`config.mk`:
```
export PLATFORM = sky130hd
export DESIGN_NAME = adc_control_regs
export DESIGN_NICKNAME = d
export VERILOG_FILES = /design/src/core/adc_control_pkg.sv /design/src/core/adc_control_regs.sv
export SDC_FILE = /design/constraint.sdc
export NUM_CORES = 1
export LEC_CHECK = 0
export ABC_AREA = 1
export BUFFER_PORTS_ARGS = -buffer_cell sky130_fd_sc_hd__buf_2
export CELL_PAD_IN_SITES_DETAIL_PLACEMENT = 0
export CELL_PAD_IN_SITES_GLOBAL_PLACEMENT = 1
export CORE_MARGIN = 2
export CORE_UTILIZATION = 39
export DETAILED_ROUTE_END_ITERATION = 8
export PLACE_DENSITY = 0.75
export SLEW_MARGIN = 20
export SYNTH_ARGS = -nofsm -noshare
export SYNTH_HDL_FRONTEND = slang
export SYNTH_SLANG_ARGS = --single-unit
```
`constraint.sdc`:
```
create_clock -name clock -period 4.3 [get_ports clock]
set_clock_uncertainty 0.15 [all_clocks]
set_input_delay 0.645 -clock clock [delete_from_list [all_inputs] [get_ports clock]]
set_output_delay 0.645 -clock clock [all_outputs]
set_load 0.1 [all_outputs]
```
`src/core/adc_control_pkg.sv`:
```
package adc_control_pkg;

    // =====================================================================
    // register offsets
    localparam logic [7:0] MODE_CONTROL_ADDR = 8'h10;
    localparam logic [7:0] CLOCK_FLAG_ADDR = 8'h11;
    localparam logic [7:0] RESULT_HIGH_ADDR = 8'h12;
    localparam logic [7:0] REFERENCE_ADDR = 8'h13;
    localparam logic [7:0] SAMPLE_RES_ADDR = 8'h14;

    // =====================================================================
    // field positions
    localparam int MODE_ENABLE_BIT = 7;
    localparam int MODE_START_BIT = 6;
    localparam int CLOCK_FLAG_BIT = 7;
    localparam int CLOCK_IRQ_ENABLE_BIT = 6;
    localparam int REF_EXTERNAL_BIT = 7;

    // =====================================================================
    // values after reset
    localparam logic EOC_RESET = 1'b1;
    localparam logic [1:0] REF_LEVEL_RESET = 2'h3;
    localparam logic [1:0] SAMPLE_WIDTH_RESET = 2'h2;
    localparam logic [1:0] RESOLUTION_RESET = 2'h2;
    localparam logic [11:0] RESULT_RESET = 12'h000;

    // =====================================================================
    // counts
    localparam logic [4:0] CLOCK_DIV_CODE0 = 5'h10;
    localparam logic [4:0] CLOCK_DIV_CODE1 = 5'h08;
    localparam logic [4:0] CLOCK_DIV_CODE2 = 5'h01;
    localparam logic [4:0] CLOCK_DIV_CODE3 = 5'h02;
    localparam logic [3:0] RES_BITS_8 = 4'h8;
    localparam logic [3:0] RES_BITS_10 = 4'hA;
    localparam logic [3:0] RES_BITS_12 = 4'hC;
    localparam logic [3:0] RESULT_MSB = 4'hB;
    localparam logic [1:0] SETTLE_CYCLES = 2'h3;
    localparam int CHANNEL_COUNT = 13;

    // =====================================================================
    // types
    typedef enum logic [1:0] {SEQ_IDLE, SEQ_SAMPLE, SEQ_CONVERT} seqState_t;

    typedef struct packed {
        logic powerUp;
        logic sampling;
        logic [CHANNEL_COUNT-1:0] channelConnect;
        logic [11:0] dacCode;
        logic externalReference;
        logic [1:0] referenceLevel;
        logic [2:0] portbDigitalOff;
    } analogCtrl_t;

endpackage : adc_control_pkg

```
`src/core/adc_control_regs.sv`:
```
`timescale 1ns/1ns
// How it works
// - converter runs only while enable set
// - writing start one with enable one, while idle, launches one conversion
// - start bit always reads back zero
// - done status low while converting, high after
// - global select zero disconnects every input
// - channel code picks one of 13 pads; codes 13 to 15 connect none
// - completion sets flag; only firmware clears
// - interrupt forwarded only while interrupt enable bit set
// - clock divider codes: 16, 8, 1, 2
// - result split: low nibble, high byte
// - reference bit chooses external pin or internal
// - internal level: supply, 4V, 3V, 2V
// - sample pulse 1, 2, 4, 8 divided clock ticks
// - resolution select 8, 10, 12 bits
// - analog-only bits turn off digital inputs
module adc_control_regs
    import adc_control_pkg::*;
(
    // clock and reset
    input wire logic clock,
    input wire logic rst,
    input wire logic clockEnable,
    // register port
    input wire logic [7:0] address,
    input wire logic [7:0] writeData,
    input wire logic writeStrobe,
    input wire logic readStrobe,
    output logic [7:0] readData,
    // analog core
    input wire logic comparatorHigh,
    output analogCtrl_t analogCtrl,
    // interrupt
    output logic irq
);

    // =====================================================================
    // register state
    logic enable, next_enable;
    logic globalSel, next_globalSel;
    logic [3:0] channelSel, next_channelSel;
    logic eoc, next_eoc;
    logic irqFlag, next_irqFlag;
    logic irqEnable, next_irqEnable;
    logic [1:0] clockDiv, next_clockDiv;
    logic [11:0] result, next_result;
    logic extRef, next_extRef;
    logic [1:0] refLevel, next_refLevel;
    logic [2:0] analogOnly, next_analogOnly;
    logic [1:0] sampleWidth, next_sampleWidth;
    logic [1:0] resolution, next_resolution;
    logic [7:0] next_readData;
    analogCtrl_t next_analogCtrl;

    // sequencer state
    seqState_t state, next_state;
    logic [4:0] divCount, next_divCount;
    logic [3:0] tickCount, next_tickCount;
    logic [3:0] bitPos, next_bitPos;
    logic [11:0] trial, next_trial;
    logic [1:0] settleCount, next_settleCount;
    logic tickPending, next_tickPending;

    // comparator synchroniser
    logic compMeta, compSync;

    logic writeMode, writeClock, writeReference, writeSample;
    logic startAccept, conversionDone, abortConversion, tick;
    logic [4:0] divisor;
    logic [3:0] sampleTicks, resBits, lastBit;
    logic [11:0] decided;
    logic [CHANNEL_COUNT-1:0] chanHit;

    // =====================================================================
    // decode
    assign writeMode = writeStrobe && address == MODE_CONTROL_ADDR;
    assign writeClock = writeStrobe && address == CLOCK_FLAG_ADDR;
    assign writeReference = writeStrobe && address == REFERENCE_ADDR;
    assign writeSample = writeStrobe && address == SAMPLE_RES_ADDR;
    // start counts only with enable written in the same word
    assign startAccept = writeMode && writeData[MODE_START_BIT] && writeData[MODE_ENABLE_BIT]
        && state == SEQ_IDLE;
    assign abortConversion = !enable && state != SEQ_IDLE;

    always_comb begin
        case (clockDiv)
            2'h0: divisor = CLOCK_DIV_CODE0;
            2'h1: divisor = CLOCK_DIV_CODE1;
            2'h2: divisor = CLOCK_DIV_CODE2;
            default: divisor = CLOCK_DIV_CODE3;
        endcase
        sampleTicks = 4'h1 << sampleWidth;
        if (resolution[1]) begin
            resBits = RES_BITS_12;
        end else if (resolution[0]) begin
            resBits = RES_BITS_10;
        end else begin
            resBits = RES_BITS_8;
        end
        lastBit = RESULT_MSB + 4'h1 - resBits;
    end

    // =====================================================================
    // synchroniser
    always_ff @(posedge clock or posedge rst) begin
        if (rst) begin
            compMeta <= 1'b0;
            compSync <= 1'b0;
        end else if (clockEnable) begin
            compMeta <= comparatorHigh;
            compSync <= compMeta;
        end
    end

    // =====================================================================
    // conversion sequencer
    // >= so a divider change mid-conversion cannot strand the count
    assign tick = state != SEQ_IDLE && divCount >= divisor - 5'h01;

    always_comb begin
        next_state = state;
        next_divCount = 5'h00;
        next_tickCount = tickCount;
        next_bitPos = bitPos;
        next_trial = trial;
        next_settleCount = settleCount;
        next_tickPending = tickPending;
        conversionDone = 1'b0;
        decided = trial;
        decided[bitPos] = compSync;
        if (state != SEQ_IDLE && !tick) begin
            next_divCount = divCount + 5'h01;
        end
        case (state)
            SEQ_IDLE: begin
                if (startAccept) begin
                    next_state = SEQ_SAMPLE;
                    next_tickCount = 4'h0;
                    next_trial = 12'h000;
                end
            end
            SEQ_SAMPLE: begin
                if (tick) begin
                    if (tickCount == sampleTicks - 4'h1) begin
                        next_state = SEQ_CONVERT;
                        next_bitPos = RESULT_MSB;
                        next_trial = 12'h800;
                        next_settleCount = 2'h0;
                        next_tickPending = 1'b0;
                    end else begin
                        next_tickCount = tickCount + 4'h1;
                    end
                end
            end
            SEQ_CONVERT: begin
                // comparator lags the code by the synchroniser, so each bit waits out a settle time
                if (settleCount != SETTLE_CYCLES) begin
                    next_settleCount = settleCount + 2'h1;
                end
                next_tickPending = tickPending || tick;
                if ((tickPending || tick) && settleCount == SETTLE_CYCLES) begin
                    next_settleCount = 2'h0;
                    next_tickPending = 1'b0;
                    next_trial = decided;
                    if (bitPos == lastBit) begin
                        next_state = SEQ_IDLE;
                        conversionDone = 1'b1;
                    end else begin
                        next_bitPos = bitPos - 4'h1;
                        next_trial[bitPos - 4'h1] = 1'b1;
                    end
                end
            end
            default: next_state = SEQ_IDLE;
        endcase
        if (abortConversion) begin
            next_state = SEQ_IDLE;
            conversionDone = 1'b0;
        end
    end

    always_ff @(posedge clock or posedge rst) begin
        if (rst) begin
            state <= SEQ_IDLE;
            divCount <= 5'h00;
            tickCount <= 4'h0;
            bitPos <= RESULT_MSB;
            trial <= 12'h000;
            settleCount <= 2'h0;
            tickPending <= 1'b0;
        end else if (clockEnable) begin
            state <= next_state;
            divCount <= next_divCount;
            tickCount <= next_tickCount;
            bitPos <= next_bitPos;
            trial <= next_trial;
            settleCount <= next_settleCount;
            tickPending <= next_tickPending;
        end
    end

    // =====================================================================
    // registers
    always_comb begin
        next_enable = enable;
        next_globalSel = globalSel;
        next_channelSel = channelSel;
        next_irqEnable = irqEnable;
        next_clockDiv = clockDiv;
        next_extRef = extRef;
        next_refLevel = refLevel;
        next_analogOnly = analogOnly;
        next_sampleWidth = sampleWidth;
        next_resolution = resolution;
        next_result = result;
        next_eoc = eoc;
        if (writeMode) begin
            next_enable = writeData[MODE_ENABLE_BIT];
            next_globalSel = writeData[4];
            next_channelSel = writeData[3:0];
        end
        if (writeClock) begin
            next_irqEnable = writeData[CLOCK_IRQ_ENABLE_BIT];
            next_clockDiv = writeData[5:4];
        end
        if (writeReference) begin
            next_extRef = writeData[REF_EXTERNAL_BIT];
            next_refLevel = writeData[1:0];
        end
        if (writeSample) begin
            next_analogOnly = writeData[6:4];
            next_sampleWidth = writeData[3:2];
            next_resolution = writeData[1:0];
        end
        if (startAccept) begin
            next_eoc = 1'b0;
        end
        if (conversionDone) begin
            next_result = decided;
            next_eoc = 1'b1;
        end
        if (abortConversion) begin
            next_eoc = 1'b1;
        end
        // a completion in the clearing cycle wins
        next_irqFlag = conversionDone || (irqFlag && !(writeClock && writeData[CLOCK_FLAG_BIT]));

        next_readData = 8'h00;
        if (readStrobe) begin
            if (address == MODE_CONTROL_ADDR) begin
                next_readData = {enable, 1'b0, eoc, globalSel, channelSel};
            end else if (address == CLOCK_FLAG_ADDR) begin
                next_readData = {irqFlag, irqEnable, clockDiv, result[3:0]};
            end else if (address == RESULT_HIGH_ADDR) begin
                next_readData = result[11:4];
            end else if (address == REFERENCE_ADDR) begin
                next_readData = {extRef, 5'h00, refLevel};
            end else if (address == SAMPLE_RES_ADDR) begin
                next_readData = {1'b0, analogOnly, sampleWidth, resolution};
            end
        end
    end

    // =====================================================================
    // analog controls
    for (genvar i = 0; i < CHANNEL_COUNT; i++) begin : g_channel
        assign chanHit[i] = globalSel && channelSel == 4'(i);
    end

    always_comb begin
        next_analogCtrl.powerUp = enable;
        next_analogCtrl.sampling = state == SEQ_SAMPLE;
        next_analogCtrl.channelConnect = chanHit;
        next_analogCtrl.dacCode = trial;
        next_analogCtrl.externalReference = extRef;
        next_analogCtrl.referenceLevel = refLevel;
        next_analogCtrl.portbDigitalOff = analogOnly;
    end

    always_ff @(posedge clock or posedge rst) begin
        if (rst) begin
            enable <= 1'b0;
            globalSel <= 1'b0;
            channelSel <= 4'h0;
            eoc <= EOC_RESET;
            irqFlag <= 1'b0;
            irqEnable <= 1'b0;
            clockDiv <= 2'h0;
            result <= RESULT_RESET;
            extRef <= 1'b0;
            refLevel <= REF_LEVEL_RESET;
            analogOnly <= 3'h0;
            sampleWidth <= SAMPLE_WIDTH_RESET;
            resolution <= RESOLUTION_RESET;
            readData <= 8'h00;
            analogCtrl <= '0;
        end else if (clockEnable) begin
            enable <= next_enable;
            globalSel <= next_globalSel;
            channelSel <= next_channelSel;
            eoc <= next_eoc;
            irqFlag <= next_irqFlag;
            irqEnable <= next_irqEnable;
            clockDiv <= next_clockDiv;
            result <= next_result;
            extRef <= next_extRef;
            refLevel <= next_refLevel;
            analogOnly <= next_analogOnly;
            sampleWidth <= next_sampleWidth;
            resolution <= next_resolution;
            readData <= next_readData;
            analogCtrl <= next_analogCtrl;
        end
    end

    assign irq = irqFlag && irqEnable;
endmodule : adc_control_regs
```
==> metrics <==
Via density 4.926; CTS tree built; Seq pwr share 38.9%; Worst IR Drop VDD between 0.15 and 0.2 mV; TritonCTS buffer count 9; Die Span Y approximately 120 um; met3 global-route usage 2.473%; clk sink count approximately 110; most frequent cells in the layout nand2_1 (220), dfrtp_1 (98), inv_1 (75); clock root cell clkbuf_16; setup repair after global routing missed its margin no; number of max-cap violations 0; maximum clock path buffer count 2; Die Area approximately 15000 um2; hold crit path type in2async; commonest non-fill, non-tap cell in the layout nand2_1; H-tree depth 3; asr flop ratio synth 100.0%; antenna-violating nets left 0; worst slew pin tran 0.5986 ns; post-cts resize count 0; part of the cycle the worst path needs 57.37%; Final GP Congestion about 0.83; largest net degree at the start of global routing 56; post-CTS setup buffers 0; fmax 405.4 MHz; dominant synthesized flop cell dfrtp_1; sequential share of the synthesized area 47.35%; count of hold-fix buffers inserted at cts 0; Tot GR Track Use 19.06%; combinational power share approximately 34%; grt peak-use layer met2; ANT cells 0; CP Data Arrival Time 2.57 ns; clock latency on the worst-skew pair between 0.3 and 0.4 ns; Critical Path End Type register; Leakage 3.364 nW; Post-DP HPWL 10700 um; share of layout cells above drive strength 1 a little under a fifth; Post-Layout Inst Area 6372 um2; Area Overhead vs Synth 13.33%; # setup viols final 0; Top cell by count, worst path nand2_1; Net Sw Frac 41.90%; R2R Setup Slk 1.83 ns; Clock transition at path regs 0.08 ns; total core area 13990 um2; Die W 124.1 um; final routed DRC violation total 0; internal power 1.820 mW; Row Count 43; Crit path max-delay family simple AND/OR/NAND/NOR gates; Nets approximately 790; number of global-route vias before repair roughly 4400; Psw 1.312 mW; syn_area_per_cell 8.114 um2; worst path required time 4.40 ns; CP max stage cell dfrtp_1; met2 GRT Util 32.75%; crit path time final 2.467 ns; Crit path largest cell delay 0.43 ns; Slew HR approximately 60%; Syn Inst Count 693; DRT iter0 DRCs 283; gr ovfl total 0; power per cell area 491.6 nW/um2; critical-path cell list inv_1 -> nand2_1 -> ha_1 -> nand2_1 -> inv_1 -> nand2_1 -> nand3_2 -> nand2_2 -> nand2_2 -> nand2_1 -> nand2_2 -> nand2_2 -> inv_2 -> nand2_1 -> nand2_1; CP startpoint kind register; DR vias 4611; number of synthesized flops with an enable pin 0; I/O pin cnt 64; Global Route met1 Usage 24.95%; Synth cell types 42; crit path buf inv count 3; kind of critical path reg2reg; Slew Limit Fails 0; Synth warnings 0; synthesized flop and latch total 106; Setup Total Neg Slack 0 ns; global-route wire length before repair 22450 um; drt pass-1 iters 4; critical-path maximum fanout 13; status finished, final reports clean; dpl cell area 6063 um2; initial antenna violation count 0; # port buffers 63; clock share of power 26.8%; post-detailed-route wirelength per cell 14.95 um; Fin. Hold Viols 0; DRT Wirelength 13990 um; Starting Density 40.20%; mapped cell area 5623 um2; Post-Syn Nets 733
==> power by group through the flow <==
stage          Combinational [mW]  Clock, mW  Sequential, mW
4_1_cts                      1.08      0.863            1.22
2_1_floorplan               0.753          0            1.32
6_report                     1.07      0.841            1.22
3_5_place_dp                 1.08          0            1.24
3_3_place_gp                 1.06          0            1.23
5_1_grt                      1.20      0.896            1.24
==> stage by stage <==
step	setup slack [ns]	power (mW)	hold slack (ns)	utilization [%]	std cells
floorplan	0.7293	2.071	0.2922	-	693
global placement	1.609	2.295	0.3023	43.35	920
detailed placement	1.543	2.313	0.3089	43.35	920
CTS	1.834	3.163	0.1888	45.55	936
global route	1.594	3.333	0.2165	45.55	936
finish	1.833	3.132	0.1561	45.55	936
==> cell usage after synthesis, types with 2 or more instances <==
| master | number | share of area (%) |
|---|---|---|
| buf_6 | 2 | 0.40 |
| nor2_1 | 43 | 2.9 |
| buf_4 | 2 | 0.27 |
| buf_2 | 3 | 0.27 |
| a32o_1 | 2 | 0.36 |
| nand2_2 | 20 | 2.2 |
| inv_4 | 2 | 0.22 |
| ha_1 | 18 | 4.0 |
| nor2_2 | 4 | 0.44 |
| nand2_1 | 220 | 15 |
| o31ai_1 | 2 | 0.27 |
| o21ai_0 | 62 | 5.5 |
| mux2i_1 | 3 | 0.53 |
| nand4_1 | 12 | 1.3 |
| o21ai_1 | 8 | 0.71 |
| o21ai_2 | 8 | 1.2 |
| a21oi_1 | 23 | 2.0 |
| buf_1 | 4 | 0.27 |
| mux2_2 | 2 | 0.40 |
| a31oi_1 | 4 | 0.44 |
| inv_1 | 76 | 5.1 |
| nor2_4 | 2 | 0.40 |
| dfstp_2 | 8 | 3.7 |
| nand3_4 | 2 | 0.62 |
| nor2_8 | 3 | 1.1 |
| o211ai_1 | 2 | 0.27 |
| o22ai_1 | 4 | 0.44 |
| clkbuf_1 | 6 | 0.40 |
| dfrtp_1 | 98 | 44 |
| inv_2 | 4 | 0.27 |
| xor2_1 | 6 | 0.93 |
| nand3_1 | 28 | 2.5 |
==> cell families after synthesis <==
logic type	after synthesis	share of synthesized area [%]
AND/OR/NAND/NOR	338	26.99
AO/OA/AOI/OAI	118	11.93
flip-flops	106	47.35
buffers and inverters	101	7.788
adder cells (fa/ha/maj)	18	4.005
XOR/XNOR	6	0.9346
multiplexers	5	0.9346
other	1	0.06669
==> cell type report <==
type                       count  area, um2
multi-input combinational    486       2522
timing repair buffer          66      337.8
clock inverter                 7      83.83
fill                        1445       7616
clock buffer                   9      225.2
sequential                   106       2663
tap                          180      225.2
inverter                      82      315.3
==> routing by layer <==
| layer | share of wire [%] | up-vias | routed length (um) |
|---|---|---|---|
| met5 | 0 | - | 0 |
| met4 | 1.5 | 0 | 206 |
| met3 | 3.6 | 16 | 498 |
| met2 | 49 | 80 | 6793 |
| met1 | 46 | 2179 | 6493 |
| li1 | - | 2336 | - |
==> final timing paths <==
path                                      from        endpoint  depth (start not counted)
max in group asynchronous                  rst     refLevel[1]                          3
worst min register to register  analogCtrl[14]  analogCtrl[14]                          2
min in group clock              analogCtrl[14]  analogCtrl[14]                          2
worst min-delay path                       rst  sampleWidth[0]                          2
worst max-delay path               clockDiv[1]        trial[2]                         15
worst max register to register     clockDiv[1]        trial[2]                         15
==> sequential cells by signal (all words and copies together) (netlist names) <==
| signal | count |
|---|---|
| state | 2 |
| refLevel | 2 |
| sampleWidth | 2 |
| clockDiv | 2 |
| compSync | 1 |
| tickCount | 4 |
| extRef | 1 |
| enable | 1 |
| irqEnable | 1 |
| irqFlag | 1 |
| analogCtrl | 33 |
| channelSel | 4 |
| divCount | 5 |
| trial | 12 |
| settleCount | 2 |
| bitPos | 4 |
| eoc | 1 |
| tickPending | 1 |
| resolution | 2 |
| globalSel | 1 |
| result | 12 |
| analogOnly | 3 |
| compMeta | 1 |
| readData | 8 |
Note: power is estimated with default switching activity, not from simulation.
